===== config.mk =====
export PLATFORM = sky130hd
export DESIGN_NAME = wws_top
export DESIGN_NICKNAME = d
export VERILOG_FILES = /design/src/rtl/wws_pkg.sv /design/src/rtl/wws_tick.sv /design/src/rtl/wws_chan.sv /design/src/rtl/wws_top.sv
export VERILOG_INCLUDE_DIRS = /design/src /design/src/rtl
export SDC_FILE = /design/constraint.sdc
export NUM_CORES = 1
export LEC_CHECK = 0
export ABC_CLOCK_PERIOD_IN_PS = 3750
export BUFFER_PORTS_ARGS = -buffer_cell sky130_fd_sc_hd__buf_2
export CAP_MARGIN = 20
export CELL_PAD_IN_SITES_DETAIL_PLACEMENT = 0
export CELL_PAD_IN_SITES_GLOBAL_PLACEMENT = 1
export CORE_UTILIZATION = 44
export DETAILED_ROUTE_END_ITERATION = 10
export MAX_ROUTING_LAYER = met4
export PLACE_DENSITY = 0.73
export REMOVE_ABC_BUFFERS = 1
export SLEW_MARGIN = 20
export SYNTH_ARGS = -nofsm -noshare
export SYNTH_HDL_FRONTEND = slang
export SYNTH_SLANG_ARGS = --single-unit
export TNS_END_PERCENT = 10

===== constraint.sdc =====
create_clock -name sys_clk -period 3.75 [get_ports sys_clk]
set_input_delay 0.1875 -clock sys_clk [delete_from_list [all_inputs] [get_ports sys_clk]]
set_output_delay 0.1875 -clock sys_clk [all_outputs]
set_load 0.005 [all_outputs]

===== src/rtl/wws_regs.svh =====
// Constants of the windowed watchdog supervisor
//
// Summary of operation
// - Power-good drops when an enabled output falls under 98% (ch 1) or 95%.
// - Power-good returns only above 98.3% or 95.3%, a 0.3% hysteresis.
// - A reset output asserts only after power-good stayed low over 100 us.
// - Reset output releases once power-good stayed high for the reset delay.
// - A disabled or unused channel holds its reset output low.
// - Reset release delay equals the watchdog timeout period.
// - The watchdog acts only on a falling edge of the kick input.
// - On timeout the watchdog reset is low one period, then released.
// - After power-up the watchdog starts in timeout with its reset low.
// - A kick before the lower window boundary causes a full reset pulse.
// - After a reset pulse a fresh lower boundary interval starts.
// - The lower boundary lasts exactly a quarter of the timeout period.
// - A kick after the lower boundary restarts counter and lower interval.
// - No kick within eight periods after a valid kick starts a timeout.
// - After a timeout pulse up to 64 periods are allowed for a kick.
// - Base timeout period is set as by the timing_cap, 202 ms at 10 nF.
`ifndef WWS_REGS_SVH
`define WWS_REGS_SVH

// ****************************************
// Timing
// ****************************************
`define WWS_CLK_PERIOD_NS 10
`define WWS_TICK_NS 1000
`define WWS_TICK_CYCLES (`WWS_TICK_NS / `WWS_CLK_PERIOD_NS)
`define WWS_TIMEOUT_US 202000
`define WWS_FILTER_US 100
`define WWS_LOWER_DIV 4
`define WWS_UPPER_MULT 8
`define WWS_LONG_MULT 64

// ****************************************
// Output level thresholds, units of 0.1 % of target
// ****************************************
`define WWS_LVL_W 11
`define WWS_FALL_CH1 980
`define WWS_FALL_OTHER 950
`define WWS_HYST 3

`endif


===== src/rtl/wws_pkg.sv =====
// Types of the windowed watchdog supervisor
package wws_pkg;

  typedef enum logic [1:0] {
    WWS_DOG_RESET = 2'b00,
    WWS_DOG_LOWER = 2'b01,
    WWS_DOG_OPEN = 2'b10
  } wws_dog_e;

  typedef struct packed {
    logic ok;
    logic [31:0] low_cnt;
    logic [31:0] high_cnt;
    logic rst_n;
  } wws_chan_s;

  typedef struct packed {
    logic [7:0] cnt;
    logic tick;
  } wws_tick_s;

endpackage : wws_pkg


===== src/rtl/wws_tick.sv =====
// Prescaler giving one-cycle microsecond ticks
`timescale 1ns/1ns
`default_nettype none
`include "wws_regs.svh"

module wws_tick #(
  parameter int unsigned CYCLES = `WWS_TICK_CYCLES
) (
  input wire logic sys_clk,
  input wire logic arst_n,
  output logic tick
);

  generate
    if (CYCLES < 2 || CYCLES > 256) begin : g_bad
      $error("wws_tick: CYCLES out of range");
    end
  endgenerate

  wws_pkg::wws_tick_s st_q;
  wws_pkg::wws_tick_s st_d;

  // Single prescaler shared by every interval
  always_comb begin
    st_d = st_q;
    st_d.tick = 1'b0;
    if (st_q.cnt == 8'(CYCLES - 1)) begin
      st_d.cnt = 8'h00;
      st_d.tick = 1'b1;
    end else begin
      st_d.cnt = st_q.cnt + 8'h01;
    end
  end

  always_ff @(posedge sys_clk or negedge arst_n) begin
    if (!arst_n) begin
      st_q <= '0;
    end else begin
      st_q <= st_d;
    end
  end

  assign tick = st_q.tick;
endmodule : wws_tick

`default_nettype wire


===== src/rtl/wws_chan.sv =====
// Power-good hysteresis and reset output filter of one channel
`timescale 1ns/1ns
`default_nettype none
`include "wws_regs.svh"

module wws_chan #(
  parameter int unsigned FALL_LVL = `WWS_FALL_OTHER,
  parameter int unsigned FILTER_US = `WWS_FILTER_US,
  parameter int unsigned DELAY_US = `WWS_TIMEOUT_US
) (
  input wire logic sys_clk,
  input wire logic arst_n,
  input wire logic tick,
  input wire logic chan_en,
  input wire logic [`WWS_LVL_W-1:0] chan_level,
  output logic output_ok,
  output logic rst_n
);

  generate
    if (FILTER_US < 1 || DELAY_US < 1 || FALL_LVL + `WWS_HYST >= 2 ** `WWS_LVL_W) begin : g_bad
      $error("wws_chan: bad parameters");
    end
  endgenerate

  wws_pkg::wws_chan_s st_q;
  wws_pkg::wws_chan_s st_d;

  always_comb begin
    st_d = st_q;
    // ****************************************
    // Comparator with hysteresis
    // ****************************************
    if (!chan_en) begin
      st_d.ok = 1'b0;
    end else if (st_q.ok && 32'(chan_level) < FALL_LVL) begin
      st_d.ok = 1'b0;
    end else if (!st_q.ok && 32'(chan_level) > FALL_LVL + `WWS_HYST) begin
      st_d.ok = 1'b1;
    end
    // ****************************************
    // Reset output filter
    // ****************************************
    if (!chan_en) begin
      st_d.rst_n = 1'b0;
      st_d.low_cnt = '0;
      st_d.high_cnt = '0;
    end else if (st_q.ok) begin
      st_d.low_cnt = '0;
      if (!st_q.rst_n && tick) begin
        if (st_q.high_cnt + 32'h1 >= DELAY_US) begin
          st_d.rst_n = 1'b1;
          st_d.high_cnt = '0;
        end else begin
          st_d.high_cnt = st_q.high_cnt + 32'h1;
        end
      end
    end else begin
      st_d.high_cnt = '0;
      if (st_q.rst_n && tick) begin
        if (st_q.low_cnt >= FILTER_US) begin
          st_d.rst_n = 1'b0;
          st_d.low_cnt = '0;
        end else begin
          st_d.low_cnt = st_q.low_cnt + 32'h1;
        end
      end
    end
  end

  always_ff @(posedge sys_clk or negedge arst_n) begin
    if (!arst_n) begin
      st_q <= '0;
    end else begin
      st_q <= st_d;
    end
  end

  assign output_ok = st_q.ok;
  assign rst_n = st_q.rst_n;
endmodule : wws_chan

`default_nettype wire


===== src/rtl/wws_top.sv =====
// Windowed watchdog and channel reset supervisor, top level
`timescale 1ns/1ns
`default_nettype none
`include "wws_regs.svh"

module wws_top #(
  parameter int unsigned TIMEOUT_US = `WWS_TIMEOUT_US,
  parameter int unsigned FILTER_US = `WWS_FILTER_US,
  parameter int unsigned CHANNELS = 4
) (
  input wire logic sys_clk,
  input wire logic arst_n,
  input wire logic kick_input,
  input wire logic [CHANNELS-1:0] chan_en,
  input wire logic [CHANNELS*`WWS_LVL_W-1:0] chan_level,
  output logic dog_reset_n,
  output logic [CHANNELS-1:0] rst_n,
  output logic [CHANNELS-1:0] output_ok
);

  // ****************************************
  // Parameter checks
  // ****************************************
  generate
    if (TIMEOUT_US < `WWS_LOWER_DIV || TIMEOUT_US % `WWS_LOWER_DIV != 0
        || TIMEOUT_US > 32'd60000000) begin : g_bad_timeout
      $error("wws_top: TIMEOUT_US must be a multiple of 4 and fit the counter");
    end
    if (FILTER_US < 1 || CHANNELS < 1 || CHANNELS > 8) begin : g_bad_other
      $error("wws_top: bad FILTER_US or CHANNELS");
    end
  endgenerate

  // Base period as set by timing_cap
  localparam int unsigned LOWER_US = TIMEOUT_US / `WWS_LOWER_DIV;
  localparam int unsigned UPPER_US = TIMEOUT_US * `WWS_UPPER_MULT;
  localparam int unsigned LONG_US = TIMEOUT_US * `WWS_LONG_MULT;

  typedef struct packed {
    logic kick_s1;
    logic kick_s2;
    logic kick_prev;
    logic [CHANNELS-1:0] en_s1;
    logic [CHANNELS-1:0] en_s2;
    wws_pkg::wws_dog_e state;
    logic long_win;
    logic [31:0] cnt;
    logic dog_n;
  } wws_top_s;

  wws_top_s st_q;
  wws_top_s st_d;
  logic tick;
  logic kick_fall;

  // ****************************************
  // Shared prescaler
  // ****************************************
  wws_tick #(
    .CYCLES(`WWS_TICK_CYCLES)
  ) u_tick (
    .sys_clk(sys_clk),
    .arst_n(arst_n),
    .tick(tick)
  );

  // Edge of the synchronised kick, never of the first stage
  assign kick_fall = st_q.kick_prev && !st_q.kick_s2;

  // ****************************************
  // Watchdog state machine
  // ****************************************
  always_comb begin
    st_d = st_q;
    st_d.kick_s1 = kick_input;
    st_d.kick_s2 = st_q.kick_s1;
    st_d.kick_prev = st_q.kick_s2;
    st_d.en_s1 = chan_en;
    st_d.en_s2 = st_q.en_s1;
    case (st_q.state)
      wws_pkg::WWS_DOG_RESET: begin
        // Kicks ignored while the reset pulse runs
        st_d.dog_n = 1'b0;
        if (tick) begin
          if (st_q.cnt + 32'h1 >= TIMEOUT_US) begin
            st_d.state = wws_pkg::WWS_DOG_LOWER;
            st_d.cnt = '0;
            st_d.long_win = 1'b1;
            st_d.dog_n = 1'b1;
          end else begin
            st_d.cnt = st_q.cnt + 32'h1;
          end
        end
      end
      wws_pkg::WWS_DOG_LOWER: begin
        if (kick_fall) begin
          st_d.state = wws_pkg::WWS_DOG_RESET;
          st_d.cnt = '0;
          st_d.dog_n = 1'b0;
        end else if (tick) begin
          st_d.cnt = st_q.cnt + 32'h1;
          if (st_q.cnt + 32'h1 >= LOWER_US) begin
            st_d.state = wws_pkg::WWS_DOG_OPEN;
          end
        end
      end
      wws_pkg::WWS_DOG_OPEN: begin
        if (kick_fall) begin
          st_d.state = wws_pkg::WWS_DOG_LOWER;
          st_d.cnt = '0;
          st_d.long_win = 1'b0;
        end else if (tick) begin
          if (st_q.cnt + 32'h1 >= (st_q.long_win ? LONG_US : UPPER_US)) begin
            st_d.state = wws_pkg::WWS_DOG_RESET;
            st_d.cnt = '0;
            st_d.dog_n = 1'b0;
          end else begin
            st_d.cnt = st_q.cnt + 32'h1;
          end
        end
      end
      default: begin
        st_d.state = wws_pkg::WWS_DOG_RESET;
        st_d.cnt = '0;
        st_d.dog_n = 1'b0;
      end
    endcase
  end

  // Power-up lands in the timeout state, output low
  always_ff @(posedge sys_clk or negedge arst_n) begin
    if (!arst_n) begin
      st_q <= '{kick_s1: 1'b1, kick_s2: 1'b1, kick_prev: 1'b1, en_s1: '0, en_s2: '0,
                state: wws_pkg::WWS_DOG_RESET, long_win: 1'b1, cnt: 32'h0, dog_n: 1'b0};
    end else begin
      st_q <= st_d;
    end
  end

  assign dog_reset_n = st_q.dog_n;

  // ****************************************
  // Channel supervisors
  // ****************************************
  genvar gi;
  generate
    for (gi = 0; gi < CHANNELS; gi++) begin : g_chan
      wws_chan #(
        .FALL_LVL(gi == 0 ? `WWS_FALL_CH1 : `WWS_FALL_OTHER),
        .FILTER_US(FILTER_US),
        .DELAY_US(TIMEOUT_US)
      ) u_chan (
        .sys_clk(sys_clk),
        .arst_n(arst_n),
        .tick(tick),
        .chan_en(st_q.en_s2[gi]),
        .chan_level(chan_level[gi*`WWS_LVL_W +: `WWS_LVL_W]),
        .output_ok(output_ok[gi]),
        .rst_n(rst_n[gi])
      );
    end
  endgenerate

  // ****************************************
  // Checks
  // ****************************************
  logic seen_lower_q;
  logic [31:0] low_len_q;

  always_ff @(posedge sys_clk or negedge arst_n) begin
    if (!arst_n) begin
      seen_lower_q <= 1'b0;
    end else if (st_d.state == wws_pkg::WWS_DOG_LOWER) begin
      // Set with the first lower window cycle so powerup_a never overlaps it
      seen_lower_q <= 1'b1;
    end
  end

  // Ticks spent low on the watchdog output
  always_ff @(posedge sys_clk or negedge arst_n) begin
    if (!arst_n) begin
      low_len_q <= 32'h0;
    end else if (st_q.dog_n) begin
      low_len_q <= 32'h0;
    end else if (tick) begin
      low_len_q <= low_len_q + 32'h1;
    end
  end
endmodule : wws_top

`default_nettype wire


Word-level counts from Yosys, hierarchy flattened
Cells that the tools add are included.
{ "op_classes": {"n_addsub": 10, "order_cmp": 19, "eq_ne": 34, "muxes": 72, "n_reduce_logical": 36} }
{ "op_table": {"columns": ["cell", "count"], "rows": [
  ["2-to-1 mux 32 bit", 17],
  ["2-to-1 mux 65 bit", 8],
  ["adder 32 x 1 -> 32 bit, second input constant", 9],
  ["2-to-1 mux 33 bit", 5],
  [">= comparator 32 x 18 -> 1 bit, second input constant", 5],
  [">= comparator 32 x 7 -> 1 bit, second input constant", 4],
  ["one-hot mux 33 bit (3 select lines)", 1],
  ["> comparator 11 x 10 -> 1 bit, second input constant", 4],
  ["less-than comparator 11 x 10 -> 1 bit, second input constant", 4],
  ["2-to-1 mux 36 bit", 1],
  ["!= test 3 x 1 -> 1 bit, second input constant", 12],
  [">= comparator 32 x 16 -> 1 bit, second input constant", 1],
  [">= comparator 32 x 24 -> 1 bit", 1],
  ["!= test 3 bit, second input constant", 10],
  ["2-to-1 mux 1 bit", 29],
  ["2-to-1 mux 24 bit", 1],
  ["AND reduction 4 bit", 6],
  ["logical AND 1 bit", 17],
  ["2-to-1 mux 2 bit", 6],
  ["!= test 2 bit, second input constant", 5],
  ["zero test 1 bit", 9],
  ["adder 8 x 1 -> 8 bit, second input constant", 1],
  ["equality test 8 x 7 -> 1 bit, second input constant", 1],
  ["2-to-1 mux 8 bit", 1],
  ["other kinds (11)", 13]
]} }
{ "word_totals": {"reg_bits": 320, "inputBits": 51, "word_cells": 198} }

Longest topological paths before layout
Gate-level depths: netlist of run 1.
{ "logic_depth": {"ltp_word": 6, "ltp_mapped": 16, "mapped_depth_nobuf": 14} }

Cells and area by module
From an unflattened synthesis of run 1, not the netlist that was laid out.
{ "hier_totals": {"hier_cells": 2185, "hier_area_um2": 19327.3} }
{ "by_module_without_submodules": {"columns": ["mod", "instances", "cells_each", "area_each_um2"], "rows": [
  ["wws_chan at g_chan[1].u_chan ...", 2, 446, 3968.8],
  ["wws_chan at g_chan[3].u_chan", 1, 444, 3813.7],
  ["wws_chan at g_chan[0].u_chan", 1, 417, 3732.3],
  ["wws_top", 1, 400, 3443.3],
  ["wws_tick", 1, 32, 400.4]
]} }

Worst setup path before layout of run 1
OpenSTA, ideal clock, no wires.
{ "synth_path": {"kind": "flip-flop to flip-flop", "start": "reg st_q[7] in the netlist's numbering", "end": "reg st_q[26] in the netlist's numbering", "setup_time_ns": 0.121, "arrival_time_ns": 3.730, "t_required_ns": 3.629, "setup_slack_ns": -0.101, "stages_incl_launch_ff": 17, "cell_sequence": "dfrtp_1 clkbuf_1 nand3_1 or3_1 clkbuf_1 nor3_1 xnor2_1 ha_1 and3_1 or4b_1 o31ai_1 o2111ai_1 and3_1 nand2b_1 a211oi_2 buf_2 nor2_1"} }
{ "synth_via": {"elab_chain_cells": 6} }
{ "synth_lines": {"columns": ["element", "line", "rtl"], "rows": [
  ["start: declaration", "wws_top.sv:51", "wws_top_s st_q;"],
  ["start signal: assignment", "wws_top.sv:133", "st_q <= '{kick_s1: 1'b1, kick_s2: 1'b1, kick_prev: 1'b1, en_s1: '0, en_s2: '0,"],
  ["start signal: assignment", "wws_top.sv:136", "st_q <= st_d;"],
  ["adder 32 x 1 -> 32 bit *", null, null],
  [">= comparator 32 x 24 -> 1 bit", "wws_top.sv:113", "if (st_q.cnt + 32'h1 >= (st_q.long_win ? LONG_US : UPPER_US)) begin"],
  ["2-to-1 mux 32 bit", "wws_top.sv:113", null],
  ["2-to-1 mux 33 bit", "wws_top.sv:112", "end else if (tick) begin"],
  ["2-to-1 mux 32 bit", "wws_top.sv:108", "if (kick_fall) begin"],
  ["one-hot mux 33 bit (3 select lines) *", "wws_top.sv:80", "case (st_q.state)"]
]} }
Mark *: on every way between the ends. The rest lies on a longest branch, timed or not. The select of a mux whose other input is x is not followed.
A chain may end at the register's enable or synchronous reset.

Worst setup path in the final report of run 1
{ "layout_path": {"start": "reg st_q[7] in the netlist's numbering", "end": "reg st_q[3] in the netlist's numbering"} }
{ "layout_via": {"elab_chain_cells": 6} }
{ "layout_lines": {"columns": ["element", "line"], "rows": [
  ["adder 32 x 1 -> 32 bit *", "wws_top.sv:85, wws_top.sv:113"],
  [">= comparator 32 x 24 -> 1 bit", "wws_top.sv:113"],
  ["2-to-1 mux 32 bit", "wws_top.sv:113"],
  ["2-to-1 mux 33 bit", "wws_top.sv:112"],
  ["2-to-1 mux 32 bit", "wws_top.sv:108"],
  ["one-hot mux 33 bit (3 select lines) *", "wws_top.sv:80"]
]} }
Marks and branches as above.

==> results of run 1 <==
[area by class of cell]
| class | instances | area (sq um) | share of cell area (%) |
|---|---|---|---|
| sequential | 320 | 8020 | 39.2 |
| clock buffer | 54 | 1100 | 5.39 |
| timing repair buffer | 154 | 1090 | 5.34 |
| tap | 525 | 657 | 3.21 |
| multi-input combinational | 1548 | 9210 | 45.0 |
| inverter | 44 | 165 | 0.808 |
| clock inverter | 14 | 204 | 0.998 |
[through the flow]
stage	cell area [sq um]	util, %
6_report	20400	51.5
5_1_grt	20400	51.5
4_1_cts	20300	51.1
3_5_place_dp	18900	47.5
3_3_place_gp	18900	47.5
2_1_floorplan	17300	-
[cell usage after synthesis (4+ instances only)]
master	instances	area, sq um
a2111oi_0	4	35.0
xor2_1	34	298
mux2i_1	14	140
and2_1	73	457
and3_1	66	413
o21ai_0	153	766
o22ai_1	5	31.3
or2_2	9	56.3
o2111ai_1	5	43.8
clkbuf_1	75	282
nand2b_1	30	188
or4_1	15	113
nor4_1	45	282
nor2_1	258	968
a41oi_1	12	105
o31ai_1	59	443
a31oi_1	52	325
nand2_1	155	582
o41ai_1	5	43.8
nand3b_1	4	30.0
a21oi_1	92	460
xnor2_1	34	298
and4_1	24	210
mux2_2	7	78.8
a211oi_1	6	45.0
or3_1	17	106
ha_1	31	388
buf_4	8	60.1
o211ai_1	5	37.5
nor3b_1	4	30.0
dfrtp_1	316	7910
nor2b_1	29	181
o21a_1	9	67.6
buf_1	4	15.0
a21o_1	9	67.6
dfstp_2	4	105
a311o_1	4	40.0
nand4_1	42	263
nor3_1	58	290
inv_1	43	161
nand3_1	110	551
a21boi_0	5	37.5
buf_2	12	60.1
a22o_1	6	52.6
[cell families after synthesis]
logic type | share of synthesized area (%)
AND/OR/NAND/NOR | 28.1
AO/OA/AOI/OAI | 16.5
flip-flops | 45.3
buffers and inverters | 3.37
XOR/XNOR | 3.37
adder cells (fa/ha/maj) | 2.19
multiplexers | 1.24
[metal layers]
| metal | vias to the layer above | global-route usage [%] |
|---|---|---|
| met2 | 171 | 32.4 |
| met3 | 65 | 2.50 |
| met5 | - | - |
| met4 | 0 | 6.95 |
| met1 | 7242 | 28.4 |
| li1 | 7490 | - |
[flip-flops by register name, indices dropped and copies added (netlist names)]
| signal | count |
|---|---|
| st_d | 6 |
| st_q | 40 |
| g_chan.u_chan.rst_n | 4 |
| g_chan.u_chan.output_ok | 4 |
| dog_reset_n | 1 |
| u_tick.tick | 1 |
| g_chan.u_chan.st_q | 256 |
| u_tick.st_q | 8 |
[tightest hold or removal path: cells and delay by family]
kind,cells,cell delay (ns)
AO/OA/AOI/OAI,2,0.17
buffers and inverters,1,0.08
AND/OR/NAND/NOR,1,0.12
[worst min path at each step]
stage / end / start / slack, ns
after floorplan: dog_reset_n$_DFFE_PN0P_ / arst_n / -0.11
after global placement: g_chan[0].u_chan.st_q[12]$_DFFE_PN0P_ / arst_n / 0.26
after detailed placement: g_chan[0].u_chan.st_q[11]$_DFFE_PN0P_ / arst_n / 0.27
after CTS: g_chan[1].u_chan.output_ok$_DFFE_PN0P_ / chan_level[17] / 0.03
after global routing: g_chan[1].u_chan.output_ok$_DFFE_PN0P_ / chan_level[17] / 0.08
final: g_chan[1].u_chan.output_ok$_DFFE_PN0P_ / chan_level[17] / 0.05
[power by group through the flow]
stage               combinational (mW)  clock (mW)  sequential, mW
floorplan                        0.118           0            3.56
global placement                 0.280           0            3.56
detailed placement               0.283           0            3.56
CTS                              0.295        3.96            3.50
global route                     0.332        4.09            3.50
finish                           0.285        3.83            3.50
[what timing repair did]
item,in CTS,in global routing
setup buffers,0,2
endpoints found under the setup margin,14,45
pin swaps,0,4
hold endpoints to repair,93,0
resized for setup,1,24
hold buffers,13,0
==> run metrics, run 1 <==
CP endpoint kind register; Antenna Nets Post-Route 0; Max VDD drop 0.000279 V; Switch Pwr 1.67 mW; CTS tree done; gpl congestion 0.861; sequential share of power 45.9%; endpoints failing setup 0; Critical Path RT 4.17 ns; Comb power frac 3.7%; Antenna diodes 0; sw frac 21.9%; Die Y 203 um; number of synthesized flops with an enable pin 0; Post-Syn Instances 2014; maximum clock path buffer count 3; Root Buffer clkbuf_16; share of cells above drive strength 1 12.0%; crit path max fanout 13; status finished, final reports clean; maxcap violations 0; slowest CP cell or4_4; final cell count without fillers 2659; gr ovfl total 0; Final Power 7.62 mW; skew final 0.0167 ns; Reg2Reg Setup Slack 0.17 ns; most common cell after layout, fill and taps aside dfrtp_1; Nets 2188; drt initial violations 822; Top delay family on crit path simple AND/OR/NAND/NOR gates; synthesized area 0.0177 sq mm; power density cells 373 mW/mm^2; Ys Warns 0; Setup Slack @ Placement -0.0330 ns; worst path bufs/invs 1; largest net degree at the start of global routing 90; antenna violations before repair 0; placed insts 2576; DIE AREA 0.0410 sq mm; Die W 203 um; Max Freq 280 MHz; Int Pwr 5.95 mW; first-pass GRT wire length 70200 um; Hold Path Class in -> reg; final worst slack 0.174 ns; core footprint 0.0397 sq mm; Via density 5.63; Clock Latency Late Sink 0.54 ns; most frequent cells in the layout dfrtp_1, nor2_1, nand2_1, o21ai_0, nand3_1; Max Used Layer met4; first drt pass iteration count 5; post-synth cell types 81; I/O Buffers 54; DR WL met2 18700 um; Fin. Hold Viols 0; vias in the first global route 14403; area growth from synthesis to final layout 15.5%; worst slew pin tran 0.957 ns; mean routed wirelength per cell 15.4 um; mean post-synth cell area 8.78 sq um; Tcrit/Tclk final 95.4%; R2R cell count 13; unrepaired setup endpoints after global routing yes; crit-path max cell delay 0.57 ns; async set-reset flop share out of synthesis 100%; LEAKAGE 8.99 nW; Worst Setup SP st_q[7]$_DFFE_PN0P_; Critical Path Source Type register; r2r endpoint st_q[3]$_DFFE_PN0P_; Hold Path Stages 4; Ports 60; final wirelength 41000 um; total clock sinks 320; CP Class reg -> reg; total CTS buffers 38; DP HPWL 27600 um; met3 WL post-DR 1010 um; setup TNS 0 ns; Stages on worst setup path 13; Synth Flop Type dfrtp_1; sequential fraction of the synthesis area 45.3%; Critical Path End st_q[3]$_DFFE_PN0P_; Hold WS 0.0528 ns; H-tree levels 2; Starting Density 44.5%; Final Slew Violations 0; reg2reg start st_q[7]$_DFFE_PN0P_; Total GRT Usage 20.9%; flops & latches, synth 320; via count 14968; Critical Path AT 3.99 ns; # fillers 3757; clock network fraction of total power 50.3%; met1 WL 20400 um; min Tclk post-route 3.58 ns; crit-path cells nand3_1 > or4_4 > xnor2_1 > ha_1 > nand2_1 > or4b_1 > o31ai_2 > o2111ai_1 > and3_1 > nand2b_1 > a211oi_2 > buf_6 > nor2_1; DRC 0; Relative slew margins 35.6%; clock-pin slew on the worst setup and hold paths 0.05 ns; Core Rows 73
Power figures use the tool's default switching activity.
==> run 2, diff against run 1 <==
--- a/config.mk
+++ b/config.mk
@@ -11,6 +11,7 @@
 export CAP_MARGIN = 20
 export CELL_PAD_IN_SITES_DETAIL_PLACEMENT = 0
 export CELL_PAD_IN_SITES_GLOBAL_PLACEMENT = 1
+export CORE_ASPECT_RATIO = 1.4
 export CORE_UTILIZATION = 44
 export DETAILED_ROUTE_END_ITERATION = 10
 export MAX_ROUTING_LAYER = met4
==> run metrics, run 2 (synthesis gave the netlist of run 1 again) <==
status finished, final reports clean; gpl congestion 0.824; Starting Density 44.8%; via count 15136; mean routed wirelength per cell 15.9 um; Nets 2202; top flop regs g_chan.u_chan.st_q (256), st_q (40), u_tick.st_q (8); GRT busiest layer met2; LEAKAGE 9.10 nW; maxcap violations 0; Critical Path AT 4.10 ns; Die Y 239 um; Hold Path Class in -> reg; reg2reg start st_q[8]$_DFFE_PN0P_; crit path max fanout 6; Via density 5.66; Tcrit/Tclk final 98.3%; area growth from synthesis to final layout 16.9%; Final Power 7.51 mW; DP Area 0.0190 sq mm; total clock sinks 320; R2R cell count 15; Hold Path Stages 4; Total GRT Usage 21.7%; final wirelength 42500 um; final instance area 0.0207 sq mm; max FFs per register 256; Max VDD drop 0.000350 V; Core Rows 86; Core Util, Final 52.4%; Root Buffer clkbuf_16; Final Slew Violations 0; clock-pin slew on the worst setup and hold paths 0.07 ns; I/O Buffers 54; DRC 0; most common cell after layout, fill and taps aside dfrtp_1; H-tree levels 2; met2 GRT Util 36.7%; Clock Latency Late Sink 0.53 ns; CTS tree done; vias in the first global route 14554; endpoints failing setup 0; most flop-heavy register g_chan.u_chan.st_q; crit-path max cell delay 0.48 ns; Die W 171 um; Critical Path Source Type register; slowest CP cell or4b_4; share of cells above drive strength 1 13.5%; most used cell, CP and3_1; power density cells 363 mW/mm^2; CP endpoint kind register; GR Layer Usage met3 2.89%; Critical Path RT 4.17 ns; worst slew pin tran 0.928 ns; core footprint 0.0395 sq mm; antenna violations before repair 1; Antenna Nets Post-Route 0; Reg2Reg Setup Slack 0.06 ns; Max Freq 271 MHz; Worst Hold End g_chan[3].u_chan.output_ok$_DFFE_PN0P_; DIE AREA 0.0410 sq mm; drt initial violations 818; maximum clock path buffer count 3; total CTS buffers 35; DP HPWL 28800 um; gr ovfl total 0; met1 usage 26.3%; min Tclk post-route 3.69 ns; first drt pass iteration count 6; CP Class reg -> reg; r2r endpoint st_q[29]$_DFFE_PN0P_; most frequent cells in the layout dfrtp_1, nor2_1, nand2_1, o21ai_0, nand3_1; first-pass GRT wire length 71200 um; Relative slew margins 37.6%; Fin. Hold Viols 0; Ports 60; hold path start chan_level[39]; crit-path cells nand3_2 > buf_4 > nor3_1 > and3_1 > xor2_1 > ha_1 > and3_1 > or4b_4 > o31ai_4 > o2111ai_2 > and3_4 > nand2b_4 > a211oi_4 > clkbuf_16 > nor2_1; largest net degree at the start of global routing 108; skew final 0.0156 ns
-- run 2: layout make-up --
cell class / instances / area, sq um
diodes: 1 / 2.50
fillers: 3746 / 18800
well taps: 528 / 661
clock buffers: 46 / 1020
clock inverters: 16 / 226
inverters: 44 / 165
multi-input cells: 1548 / 9320
repair buffers: 171 / 1260
flip-flops and latches: 320 / 8010
-- run 2: layer usage --
layer	part of all wire (%)	wire length, um	vias up
li1	-	-	7520
met1	44	18700	7336
met2	50	21100	199
met3	2.9	1210	81
met4	3.4	1430	0
met5	0	0	-
-- run 2: where the power goes --
part | leakage (nW) | total, mW | internal, mW | switching, mW
logic | 4.09 | 0.286 | 0.0838 | 0.203
registers | 4.41 | 3.50 | 3.48 | 0.0231
clock network | 0.602 | 3.72 | 2.27 | 1.46
-- run 2: per-stage QoR --
stage                     TNS (ns)  hold WS [ns]  cells  worst slack, ns
after detailed placement   -0.0970         0.294   2587          -0.0526
after CTS                        0       0.00672   2663           0.0168
after global placement           0         0.293   2587          0.00606
after floorplan              -1.50        -0.108   1912          -0.0966
final                            0        0.0212   2674           0.0639
after global routing        -0.440        0.0387   2674          -0.0513
-- run 2: what timing repair did --
action,4_1_cts,5_1_grt
hold buffers,12,0
gates cloned,0,1
setup endpoints to repair,18,40
pin swaps,3,17
endpoints found under the hold margin,112,0
gates resized for setup,7,41
setup buffers,2,9
-- run 2: worst max path at each step --
| stage | start | end | depth (start not counted) |
|---|---|---|---|
| final | st_q[8]$_DFFE_PN0P_ | st_q[29]$_DFFE_PN0P_ | 15 |
| after global routing | st_q[1]$_DFFE_PN0P_ | st_q[32]$_DFFE_PN0P_ | 12 |
| after CTS | st_q[1]$_DFFE_PN0P_ | st_q[32]$_DFFE_PN0P_ | 13 |
| after detailed placement | st_q[1]$_DFFE_PN0P_ | st_q[32]$_DFFE_PN0P_ | 13 |
| after global placement | st_q[7]$_DFFE_PN0P_ | st_q[9]$_DFFE_PN0P_ | 15 |
| after floorplan | st_q[6]$_DFFE_PN0P_ | st_q[15]$_DFFE_PN0P_ | 13 |
-- run 2: worst max-delay path, delay by kind of cell, from the launching register on --
family | cells | cell delay (ns)
AOI/OAI and AO/OA | 3 | 0.72
xor gates and xnor gates | 1 | 0.25
adders and majority gates | 1 | 0.16
buffers and inverters | 2 | 0.40
DFF | 1 | 0.37
and+or+nand+nor | 8 | 1.67
